### src/pkg/wwd_pkg.sv
// constants for the windowed watchdog
package wwd_pkg;
	localparam logic [7:0]  OFS_MODE      = 8'h00;
	localparam logic [7:0]  OFS_TIMEOUT   = 8'h04;
	localparam logic [7:0]  OFS_FEED      = 8'h08;
	localparam logic [7:0]  OFS_COUNT     = 8'h0C;
	localparam logic [7:0]  OFS_WARN      = 8'h10;
	localparam logic [7:0]  OFS_WINDOW    = 8'h14;
	localparam logic [7:0]  OFS_STATUS    = 8'h18;
	localparam logic [7:0]  OFS_MASK      = 8'h1C;
	localparam int          CNT_W         = 24;
	localparam int          ST_W          = 4;
	localparam int          MODE_EN       = 0;
	localparam int          MODE_RST_EN   = 1;
	localparam int          MODE_WIN_EN   = 2;
	localparam int          MODE_WARN_EN  = 3;
	localparam int          ST_TIMEOUT    = 0;
	localparam int          ST_WARN       = 1;
	localparam int          ST_FEED_ERR   = 2;
	localparam int          ST_WD_RESET   = 3;
	localparam logic [7:0]  FEED_KEY1     = 8'hAA;
	localparam logic [7:0]  FEED_KEY2     = 8'h55;
	localparam logic [23:0] TIMEOUT_MIN   = 24'h0000FF;
	localparam logic [23:0] TIMEOUT_RST   = 24'hFFFFFF;
	localparam logic [23:0] WINDOW_RST    = 24'hFFFFFF;
	localparam logic [23:0] WARN_RST      = 24'h000000;
	localparam logic [3:0]  MODE_RST      = 4'h0;
	localparam logic [1:0]  PRESCALE_LAST = 2'h3;
	localparam logic [31:0] RDATA_ZERO    = 32'h00000000;
	typedef enum logic [0:0] {
		WWD_FEED_IDLE = 1'b0,
		WWD_FEED_ARMED = 1'b1
	} wwd_feed_t;
endpackage : wwd_pkg

### src/pkg/wwd_tick_if.sv
// count tick carried from the prescaler to the watchdog core
`timescale 1ns/1ns
interface wwd_tick_if;
	logic tick;
	modport src (output tick);
	modport dst (input tick);
endinterface : wwd_tick_if

### src/core/wwd_core.sv
// windowed watchdog with apb registers, one instance per cpu
`timescale 1ns/1ns
module wwd_core import wwd_pkg::*; (
	// clock, reset, enable
	input  wire logic        clk,
	input  wire logic        rst_n,
	input  wire logic        por_n,
	input  wire logic        ce,
	// watchdog oscillator pin
	input  wire logic        watchdog_oscillator,
	// apb slave
	input  wire logic        psel,
	input  wire logic        penable,
	input  wire logic        pwrite,
	input  wire logic [7:0]  paddr,
	input  wire logic [31:0] pwdata,
	output logic             pready,
	output logic [31:0]      prdata,
	output logic             pslverr,
	// events
	output logic             irq,
	output logic             chip_reset_req
);
	wwd_tick_if tk ();

	// each instance owns its counter and configuration
	wwd_prescale u_pre (
		.clk     (clk),
		.rst_n   (rst_n),
		.ce      (ce),
		.osc_in  (watchdog_oscillator),
		.tk      (tk.src)
	);

	function automatic logic mapped(input logic [7:0] a);
		mapped = (a[1:0] == 2'h0) && (a <= OFS_MASK);
	endfunction : mapped

	// configuration registers
	logic [3:0]        mode_q, mode_d;
	logic [CNT_W-1:0]  tmo_q, tmo_d;
	logic [CNT_W-1:0]  warn_q, warn_d;
	logic [CNT_W-1:0]  win_q, win_d;
	logic [ST_W-1:0]   mask_q, mask_d;
	// down counter and pending reload
	logic [CNT_W-1:0]  cnt_q, cnt_d;
	logic              pend_q, pend_d;
	// feed sequence
	wwd_feed_t         feed_q, feed_d;
	// status and event outputs
	logic [ST_W-2:0]   st_q, st_d;
	logic              rflag_q, rflag_d;
	logic              irq_q, irq_d;
	logic              crst_q, crst_d;
	// bus answer
	logic              ready_q, ready_d;
	logic              err_q, err_d;
	logic [31:0]       rdata_q, rdata_d;
	// glue between the groups
	logic              wr, setup, fire, wd_ev;
	logic              bad_feed, key_bad, win_bad, feed_ok;
	logic              tmo_ev, warn_ev;
	logic [ST_W-1:0]   st_all, st_nxt, ev, clr;
	logic [31:0]       rd;

	// bus decode: zero wait states, the answer is registered one cycle after setup
	always_comb begin
		setup = psel & ~penable;
		wr    = psel & penable & ready_q & pwrite & ~err_q;
		unique case (paddr)
			OFS_MODE:    rd = {28'h0000000, mode_q};
			OFS_TIMEOUT: rd = {8'h00, tmo_q};
			OFS_COUNT:   rd = {8'h00, cnt_q};
			OFS_WARN:    rd = {8'h00, warn_q};
			OFS_WINDOW:  rd = {8'h00, win_q};
			OFS_STATUS:  rd = {28'h0000000, st_all};
			OFS_MASK:    rd = {28'h0000000, mask_q};
			default:     rd = RDATA_ZERO;
		endcase
		ready_d = setup;
		err_d   = setup & ~mapped(paddr);
		// read data is captured at setup so it stands through the access phase
		rdata_d = (setup & ~pwrite) ? rd : rdata_q;
	end

	always_ff @(posedge clk) begin
		if (!rst_n) begin
			ready_q <= 1'b0;
			err_q   <= 1'b0;
			rdata_q <= RDATA_ZERO;
		end else if (ce) begin
			ready_q <= ready_d;
			err_q   <= err_d;
			rdata_q <= rdata_d;
		end
	end

	always_comb begin
		mode_d = mode_q;
		tmo_d  = tmo_q;
		warn_d = warn_q;
		win_d  = win_q;
		mask_d = mask_q;
		if (wr) begin
			unique case (paddr)
				OFS_MODE: begin
					mode_d          = pwdata[3:0];
					mode_d[MODE_EN] = mode_q[MODE_EN] | pwdata[MODE_EN];
				end
				OFS_TIMEOUT: begin
					tmo_d = (pwdata[CNT_W-1:0] < TIMEOUT_MIN) ? TIMEOUT_MIN
						: pwdata[CNT_W-1:0];
				end
				OFS_WARN: begin
					warn_d = pwdata[CNT_W-1:0];
				end
				OFS_WINDOW: begin
					win_d = pwdata[CNT_W-1:0];
				end
				OFS_MASK: begin
					mask_d = pwdata[ST_W-1:0];
				end
				default: begin
				end
			endcase
		end
		// a bite or a bad feed drops the enable, software alone never can
		if (wd_ev) begin
			mode_d[MODE_EN] = 1'b0;
		end
	end

	always_ff @(posedge clk) begin
		if (!rst_n) begin
			mode_q <= MODE_RST;
			tmo_q  <= TIMEOUT_RST;
			warn_q <= WARN_RST;
			win_q  <= WINDOW_RST;
			mask_q <= 4'h0;
		end else if (ce) begin
			mode_q <= mode_d;
			tmo_q  <= tmo_d;
			warn_q <= warn_d;
			win_q  <= win_d;
			mask_q <= mask_d;
		end
	end

	always_comb begin
		feed_d  = feed_q;
		key_bad = 1'b0;
		win_bad = 1'b0;
		feed_ok = 1'b0;
		if (wr && paddr == OFS_FEED) begin
			unique case (feed_q)
				WWD_FEED_IDLE: begin
					// a stray first write is ignored rather than punished
					if (pwdata[7:0] == FEED_KEY1) begin
						feed_d = WWD_FEED_ARMED;
					end
				end
				WWD_FEED_ARMED: begin
					feed_d = WWD_FEED_IDLE;
					if (pwdata[7:0] != FEED_KEY2) begin
						key_bad = mode_q[MODE_EN];
					end else if (mode_q[MODE_WIN_EN] && mode_q[MODE_EN]
						&& cnt_q > win_q) begin
						win_bad = 1'b1;
					end else begin
						feed_ok = 1'b1;
					end
				end
			endcase
		end
		bad_feed = key_bad | win_bad;
	end

	always_ff @(posedge clk) begin
		if (!rst_n) begin
			feed_q <= WWD_FEED_IDLE;
		end else if (ce) begin
			feed_q <= feed_d;
		end
	end

	always_comb begin
		cnt_d   = cnt_q;
		pend_d  = pend_q | feed_ok;
		tmo_ev  = 1'b0;
		warn_ev = 1'b0;
		if (tk.tick) begin
			if (pend_q || !mode_q[MODE_EN]) begin
				// a feed lands on the next tick, so the counter only moves in one domain
				cnt_d  = tmo_q;
				pend_d = 1'b0;
			end else if (cnt_q == 24'h000000) begin
				tmo_ev = 1'b1;
				cnt_d  = tmo_q;
			end else begin
				cnt_d   = cnt_q - 24'h000001;
				warn_ev = mode_q[MODE_WARN_EN] && (cnt_d == warn_q);
			end
		end
	end

	always_ff @(posedge clk) begin
		if (!rst_n) begin
			cnt_q  <= TIMEOUT_RST;
			pend_q <= 1'b0;
		end else if (ce) begin
			cnt_q  <= cnt_d;
			pend_q <= pend_d;
		end
	end

	// events gathered into the status layout
	always_comb begin
		st_all          = {rflag_q, st_q};
		wd_ev           = tmo_ev | bad_feed;
		fire            = wd_ev & mode_q[MODE_RST_EN];
		ev              = 4'h0;
		ev[ST_TIMEOUT]  = tmo_ev;
		ev[ST_WARN]     = warn_ev;
		ev[ST_FEED_ERR] = bad_feed;
		ev[ST_WD_RESET] = fire;
		clr             = 4'h0;
		if (wr && paddr == OFS_STATUS) begin
			clr = pwdata[ST_W-1:0];
		end
	end

	// one sticky bit per event; the set wins over a write-one clear in the same cycle
	for (genvar i = 0; i < ST_W; i++) begin : g_sticky
		assign st_nxt[i] = (st_all[i] & ~clr[i]) | ev[i];
	end

	always_comb begin
		st_d    = st_nxt[ST_W-2:0];
		rflag_d = st_nxt[ST_WD_RESET];
		crst_d  = fire;
		irq_d   = |(st_nxt & mask_d);
	end

	// reset flag survives the watchdog's own reset, only power-on or a write-one clear clears it
	always_ff @(posedge clk) begin
		if (!por_n) begin
			rflag_q <= 1'b0;
		end else if (ce) begin
			rflag_q <= rflag_d;
		end
	end

	always_ff @(posedge clk) begin
		if (!rst_n) begin
			st_q   <= 3'h0;
			irq_q  <= 1'b0;
			crst_q <= 1'b0;
		end else if (ce) begin
			st_q   <= st_d;
			irq_q  <= irq_d;
			crst_q <= crst_d;
		end
	end

	assign pready         = ready_q;
	assign prdata         = rdata_q;
	assign pslverr        = err_q;
	assign irq            = irq_q;
	assign chip_reset_req = crst_q;
endmodule : wwd_core

### src/core/wwd_prescale.sv
// oscillator synchroniser and divide-by-four prescaler
`timescale 1ns/1ns
module wwd_prescale import wwd_pkg::*; (
	// clock and control
	input  wire logic     clk,
	input  wire logic     rst_n,
	input  wire logic     ce,
	// oscillator pin
	input  wire logic     osc_in,
	// tick out
	wwd_tick_if.src       tk
);
	logic [2:0] sync_q, sync_d;
	logic [1:0] div_q, div_d;
	logic       tick_q, tick_d;
	logic       rise;

	// only the second and third stages are looked at, a rise is second stage high with third stage low
	always_comb begin
		sync_d = {sync_q[1:0], osc_in};
		rise   = sync_q[1] & ~sync_q[2];
		div_d  = div_q;
		tick_d = 1'b0;
		if (rise) begin
			div_d  = div_q + 2'h1;
			tick_d = (div_q == PRESCALE_LAST);
		end
	end

	always_ff @(posedge clk) begin
		if (!rst_n) begin
			sync_q <= 3'h0;
			div_q  <= 2'h0;
			tick_q <= 1'b0;
		end else if (ce) begin
			sync_q <= sync_d;
			div_q  <= div_d;
			tick_q <= tick_d;
		end
	end

	assign tk.tick = tick_q;
endmodule : wwd_prescale

### config.mk
export PLATFORM = sky130hd
export DESIGN_NAME = wwd_core
export DESIGN_NICKNAME = d
export VERILOG_FILES = /design/src/pkg/wwd_pkg.sv /design/src/pkg/wwd_tick_if.sv /design/src/core/wwd_core.sv /design/src/core/wwd_prescale.sv
export SDC_FILE = /design/constraint.sdc
export NUM_CORES = 1
export LEC_CHECK = 0
export ABC_AREA = 0
export BUFFER_PORTS_ARGS = -buffer_cell sky130_fd_sc_hd__clkbuf_2
export CAP_MARGIN = 20
export CORE_ASPECT_RATIO = 1.1
export CORE_UTILIZATION = 60
export CTS_BUF_LIST = sky130_fd_sc_hd__clkbuf_8
export DETAILED_ROUTE_END_ITERATION = 12
export PLACE_DENSITY = 0.91
export SLEW_MARGIN = 15
export SYNTH_ARGS = -nofsm -noshare
export SYNTH_HDL_FRONTEND = slang
export SYNTH_SLANG_ARGS = --single-unit
### constraint.sdc
create_clock -name clk -period 3.7 [get_ports clk]
set_input_delay 0.74 -clock clk [delete_from_list [all_inputs] [get_ports clk]]
set_output_delay 0.74 -clock clk [all_outputs]
set_load 0.01 [all_outputs]
=== Yosys cells after proc, flatten, opt, wreduce, memory -nomap -nowiden ===
Cells that the tools add are included.

* Register bits: 152
* Input bits: 48
* Output and inout bits: 36
* Word-level logic and storage cells: 122

* Add/sub/neg operators: 2
* Order comparisons: 3
* Equal/unequal tests: 11
* Multiplexer cells: 32
* Bitwise operators: 32
* Reductions and logical operators: 23

{| class="wikitable"
|+ Operator list
! kind !! number
|-
| $pmux 24 s7 || 1
|-
| $mux 24 || 3
|-
| $eq 8x5->1 const B || 4
|-
| $eq 24x24->1 || 1
|-
| $gt 24x24->1 || 1
|-
| $logic_not 24->1 || 1
|-
| $lt 24x8->1 const B || 1
|-
| $mux 1 || 24
|-
| $sub 24x1->24 const B || 1
|-
| $eq 8x4->1 const B || 2
|-
| $reduce_and 3->1 || 5
|-
| $and 1x1->1 || 13
|-
| $mux 4 || 3
|-
| $not 1->1 || 10
|-
| $eq 8x3->1 const B || 1
|-
| $eq 8x8->1 const B || 1
|-
| $le 8x5->1 const B || 1
|-
| $logic_not 8->1 || 1
|-
| $ne 8x7->1 const B || 1
|-
| $or 1x1->1 || 8
|-
| $reduce_and 2->1 || 4
|-
| $logic_and 1x1->1 || 6
|-
| $and 4x4->4 || 1
|-
| $reduce_bool 2->1 || 2
|-
| other kinds (7) || 7
|}

=== Logic depth before layout (Yosys ltp) ===
* Depth in word-level cells: 12
* Gate-level depth with buffers: 11
* Mapped depth without buffers: 9

=== Modules after synthesis ===
Synthesis repeated with hierarchy kept, for this count alone.

* Cells, all modules: 1076
* Area total of the unflattened synthesis: 8358.0 µm²

{| class="wikitable"
|+ Modules (own cells, without submodules)
! module !! instances !! cells each !! area each (µm²) !! sequential area each (µm²)
|-
| wwd_core || 1 || 1052 || 8092.8 || 2762.6
|-
| wwd_prescale || 1 || 24 || 265.3 || 120.1
|}

=== Worst setup path before layout ===
OpenSTA, ideal clock, no wires.

* Path type: input port to flip-flop
* Start point: input port paddr[2]
* End point: register irq_q, in the netlist irq
* Library setup time: 0.122 ns
* Arrival time: 2.544 ns
* Required time: 3.578 ns
* Slack: 1.034 ns
* Stages on the path: 7
* Path buffers: 0
* Path through: or4b_2 > nor4_1 > a21boi_0 > o211ai_1 > o31a_1 > a211o_1 > a31oi_1

* Longest elaborated chain between the ends: 9
* Elaborated cells between the ends (all ways): 27
* Classes of those cells: eq/ne: 3; mux: 5; bitwise: 16; reduce/logical: 3

{| class="wikitable"
|+ Ends and longest elaborated chain
! element !! line !! source
|-
| from (decl) || wwd_core.sv:15 || <nowiki>input wire logic [7:0] paddr,</nowiki>
|-
| $eq 8x4->1 || wwd_core.sv:154 || <nowiki>if (wr && paddr == OFS_FEED) begin</nowiki>
|-
| $logic_and 1x1->1 || wwd_core.sv:154 ||
|-
| $mux 1 || wwd_core.sv:154 ||
|-
| $or 1x1->1 || wwd_core.sv:175 || <nowiki>bad_feed = key_bad | win_bad;</nowiki>
|-
| $or 1x1->1 || wwd_core.sv:219 || <nowiki>wd_ev = tmo_ev | bad_feed;</nowiki>
|-
| $and 1x1->1 || wwd_core.sv:220 || <nowiki>fire = wd_ev & mode_q[MODE_RST_EN];</nowiki>
|-
| $or 1x1->1 || wwd_core.sv:234 || <nowiki>assign st_nxt[i] = (st_all[i] & ~clr[i]) | ev[i];</nowiki>
|-
| $and 4x4->4 * || wwd_core.sv:241 || <nowiki>irq_d = |(st_nxt & mask_d);</nowiki>
|-
| $reduce_or 4->1 * || wwd_core.sv:241 ||
|-
| to (signal assigned) || wwd_core.sv:260 || <nowiki>irq_q <= irq_d;</nowiki>
|-
| to (decl) || wwd_core.sv:53 || <nowiki>logic irq_q, irq_d;</nowiki>
|}

Mark *: on every way between the ends. The rest lies on a longest branch, timed or not.
A chain may end at the register's enable or synchronous reset.

=== Final worst setup path ===
* Start point: register cnt_q[0]
* End point: register irq_q, in the netlist irq

* Longest elaborated chain between the ends: 12
* Elaborated cells between the ends (all ways): 25
* Classes of those cells: add/sub: 1; order compare: 1; eq/ne: 1; mux: 10; bitwise: 8; reduce/logical: 4

{| class="wikitable"
|+ Ends and longest elaborated chain
! element !! line !! source
|-
| from (decl) || wwd_core.sv:46 || <nowiki>logic [CNT_W-1:0] cnt_q, cnt_d;</nowiki>
|-
| from (signal assigned) || wwd_core.sv:211 || <nowiki>cnt_q <= cnt_d;</nowiki>
|-
| $gt 24x24->1 || wwd_core.sv:167 || <nowiki>&& cnt_q > win_q) begin</nowiki>
|-
| $logic_and 1x1->1 || wwd_core.sv:167 ||
|-
| $mux 1 || wwd_core.sv:166 || <nowiki>end else if (mode_q[MODE_WIN_EN] && mode_q[MODE_EN]</nowiki>
|-
| $mux 1 || wwd_core.sv:164 || <nowiki>if (pwdata[7:0] != FEED_KEY2) begin</nowiki>
|-
| $mux 1 || wwd_core.sv:155 || <nowiki>unique case (feed_q)</nowiki>
|-
| $mux 1 || wwd_core.sv:154 ||
|-
| $or 1x1->1 || wwd_core.sv:175 ||
|-
| $or 1x1->1 || wwd_core.sv:219 ||
|-
| $and 1x1->1 || wwd_core.sv:220 ||
|-
| $or 1x1->1 || wwd_core.sv:234 ||
|-
| $and 4x4->4 * || wwd_core.sv:241 ||
|-
| $reduce_or 4->1 * || wwd_core.sv:241 ||
|}

Marks and branches as above.

==> results.txt <==
----------------------------------------------------
[Status]
  Run status ... complete, no violations

[Timing]
  Shortest clock period the worst path allows after layout ... 3.01 ns
  Hold Vio Cnt, Final ... 0
  Tightest slew margin relative to the limit ... 52.3%
  Setup-violating endpoint count in the final report ... 0
  Portion of the clock cycle consumed by the worst path in the final layout ... 81.4%
  Total negative setup slack ... 0 ns
  RSZ-0062 raised after global routing ... no
  Highest attainable clock frequency ... 0.332 GHz
  Setup Skew ... 0.0104 ns
  Worst slew pin tran ... 0.715 ns
  Number of pins exceeding their max-slew limit in the final report ... 0

[Power and ir drop]
  Relative contribution of the clock network to total power ... 44.9%
  Power share of the sequential group ... 51.3%
  Combinational cell fraction of total power ... 3.8%
  Post-layout total power ... 3.03 mW
  Net switching power ... 687 uW
  Cell leakage power ... 3.41 nW
  Sw frac ... 22.7%
  Worst voltage drop across the vdd grid ... 215 uV
  Pwr/cell area ... 337 nW/um^2
  Pint ... 2.34 mW

[Synthesis]
  Number of different library cells in the post-synthesis netlist ... 68
  Number of flip-flops and latches in the synthesized netlist ... 144
  Mean instance size in the synthesized netlist ... 7.82 um^2
  Post-synthesis async set-or-reset flop share ... 0%
  Top flip-flop cell by instance count after synthesis ... dfxtp_1
  Mapped Cells ... 1,047
  Area of the mapped netlist ... 8190 um^2
  Share of the yosys chip area belonging to registers ... 35.2%
  Count of flip-flops with a built-in enable after synthesis ... 0
  Yosys Warn Count ... 0

[Clock tree]
  Post-CTS Hold Buffers ... 0
  Latest clock arrival within the worst-skew pair ... 0.48 ns
  Maximum root-to-sink buffer count ... 2
  Resized Gates After CTS ... 0
  CTS tree ... built
  Cell at the root of the clock tree ... clkbuf_8
  Post-CTS setup buffer count ... 0
  Clock transition at the registers of the reported paths ... 0.08 ns
  H-tree levels ... 4
  Number of buffers added by the clock tree synthesis step ... 17
  CTS Sinks ... 144

[Placement]
  Estimated wirelength of the detail-placed design ... 15,400 um
  Global placer's final weighted congestion ... 0.978
  Count of port buffers added during placement ... 67

[Floorplanning]
  Initial Utilization ... 61.7%
  Area of the core ... 13,300 um^2
  Overall die area ... 14,100 um^2
  Boundary Pins ... 84
  Number of rows in the core area ... 44
  Width of the die ... 113 um
  DIE HEIGHT ... 125 um

[Critical path]
  Critical R2R Capture ... irq
  Worst Path Class, Setup ... reg2reg
  Crit start category ... flip-flop
  Largest fanout on the critical path ... 8
  Beginning of the worst register-to-register path ... cnt_q[0]
  Setup slack of the most critical reg-to-reg path ... 0.69 ns
  R2R cell count ... 9
  Arr. time, crit path ... 3.42 ns
  Critical Path Sink Type ... flip-flop
  CP Launch Point ... cnt_q[0]
  Required arrival time at the worst endpoint ... 4.11 ns

[Cells and area]
  Area Growth Syn to Fin ... 9.95%
  Fill cells ... 1,127
  Share of final-layout standard cells stronger than drive strength 1 ... 12.7%
  Number of diodes ... 0
  Final-stage net count ... 1,144

[Global route]
  Wire length of the first global-routing pass ... 37,600 um
  Gr ovfl total ... 0
  Largest net degree at the start of global routing ... 80
  Antenna violations before repair ... 0
  Global-route usage over all layers ... 33.8%
  Via count of the first global-routing pass ... 7,599

[Flow run]
  Total of max-cap violations ... 0

[Min path]
  Min-delay worst type ... in2reg
  Hold path startpoint ... por_n
  Capture endpoint of the worst hold path ... rflag_q
  Cell depth of the worst min-delay path ... 3

[Detailed routing]
  Drt initial violations ... 948
  Via density ... 6.38
  Final wirelength ... 23,200 um
  Routed wire per std cell ... 18.3 um
  Detailed-router iteration count before antenna repair ... 6
  Detailed-route DRC error count ... 0
  Post-DRT Antenna Nets ... 0
  Overall via count from detail_route ... 8,078

----------------------------------------------------
## Yosys cell counts, types with 21 or more instances
cell | number | share of area (%)
inv_1 | 37 | 1.7
a31oi_1 | 21 | 1.6
nand2_1 | 164 | 7.5
nand3_1 | 35 | 2.1
o211ai_1 | 31 | 2.8
clkbuf_1 | 66 | 3.0
ha_1 | 27 | 4.1
a21boi_0 | 33 | 3.0
a21oi_1 | 89 | 5.4
o21ai_0 | 28 | 1.7
a22oi_1 | 41 | 3.8
dfxtp_1 | 144 | 35
nor2_1 | 57 | 2.6
nor2b_1 | 36 | 2.8
xnor2_1 | 27 | 2.9
## state kept, by name (all words and copies together), names as in the netlist
signal and cells:
chip_reset_req 1, cnt_q 24, feed_q 1, irq 1
mask_q 4, mode_q 4, pend_q 1, prdata 24
pready 1, pslverr 1, rflag_q 1, st_q 3
tmo_q 24, u_pre.div_q 2, u_pre.sync_q 3, u_pre.tk.tick 1
warn_q 24, win_q 24
## power groups by stage
stage          registers (mW)  clock network (mW)  logic, mW
2_1_floorplan            1.59                   0     0.0657
3_3_place_gp             1.59                   0      0.111
3_5_place_dp             1.59                   0      0.112
4_1_cts                  1.55                1.36      0.113
5_1_grt                  1.55                1.43      0.122
6_report                 1.55                1.36      0.115
## how the worst max path moves through the flow
stage | to | slack [ns] | depth (start not counted)
CTS | irq | 0.74 | 9
finish | irq | 0.69 | 9
global route | irq | 0.58 | 9
floorplan | irq | 1.03 | 7
detailed placement | warn_q[23] | 0.68 | 8
global placement | irq | 0.71 | 8
## layout by cell type (no fill, tap or decap), types with 4 or more instances in the layout
master	Yosys	final
nand2_1	164	164
dfxtp_1	144	144
a21oi_1	89	89
clkbuf_2	0	66
nor2_1	57	56
a22oi_1	41	41
inv_1	37	39
nor2b_1	36	36
nand3_1	35	35
a21boi_0	33	33
o211ai_1	31	31
o21ai_0	28	28
xnor2_1	27	27
ha_1	27	27
clkbuf_8	0	22
a31oi_1	21	21
buf_4	8	21
o22ai_1	15	15
nor3_1	15	14
nand4_1	14	14
nor4_1	13	13
nor3b_1	12	12
xor2_1	12	12
and3_1	10	10
mux2i_1	10	10
conb_1	1	8
a222oi_1	7	7
and2_1	7	7
or3_1	4	4
or4_1	4	4
nand2b_1	4	4
o21a_1	4	4
a21boi_1	4	4
## area by class of cell
cell class	instances	area (um^2)	share of cell area (%)
multi-input cells	781	4800	53.4
repair buffers	88	508	5.64
flip-flops and latches	144	2880	32.0
well taps	184	230	2.56
clock inverters	10	134	1.49
clock buffers	22	303	3.36
inverters	37	139	1.54
## stage by stage
stage               instance area [um^2]  hold WS (ns)  setup WS (ns)  utilization [%]  instances
global route                        9000         0.482          0.579             67.8       1266
global placement                    8550         0.456          0.707             64.5       1234
finish                              9000         0.477          0.687             67.8       1266
detailed placement                  8550         0.477          0.675             64.5       1234
CTS                                 8990         0.476          0.738             67.8       1266
floorplan                           8210         0.444           1.03                -       1054
## worst max-delay path, stage by stage, from the launching register on
cell	delay, ns
dfxtp_1	0.40
inv_1	0.16
ha_1	0.31
or3b_2	0.54
nor4_2	0.48
nand3_1	0.19
xnor2_1	0.19
nor4_2	0.33
nand4_1	0.16
a31oi_1	0.18
## logic make-up after synthesis
family                   share of synthesized area, %
buffers and inverters                            6.63
XOR/XNOR                                         4.17
multiplexers                                     1.50
flip-flops                                       35.2
AO/OA/AOI/OAI                                    23.6
adder cells (fa/ha/maj)                          4.13
AND/OR/NAND/NOR                                  24.7
other                                          0.0458
## per-layer routing
| metal | vias to the layer above | global-route usage (%) | routed length (um) |
|---|---|---|---|
| met3 | 90 | 6.91 | 2120 |
| met4 | 0 | 17.0 | 952 |
| met1 | 3758 | 42.1 | 9200 |
| met5 | - | 0 | 0 |
| met2 | 459 | 55.3 | 10900 |
| li1 | 3771 | - | - |
Note: power is estimated with default switching activity, not from simulation.
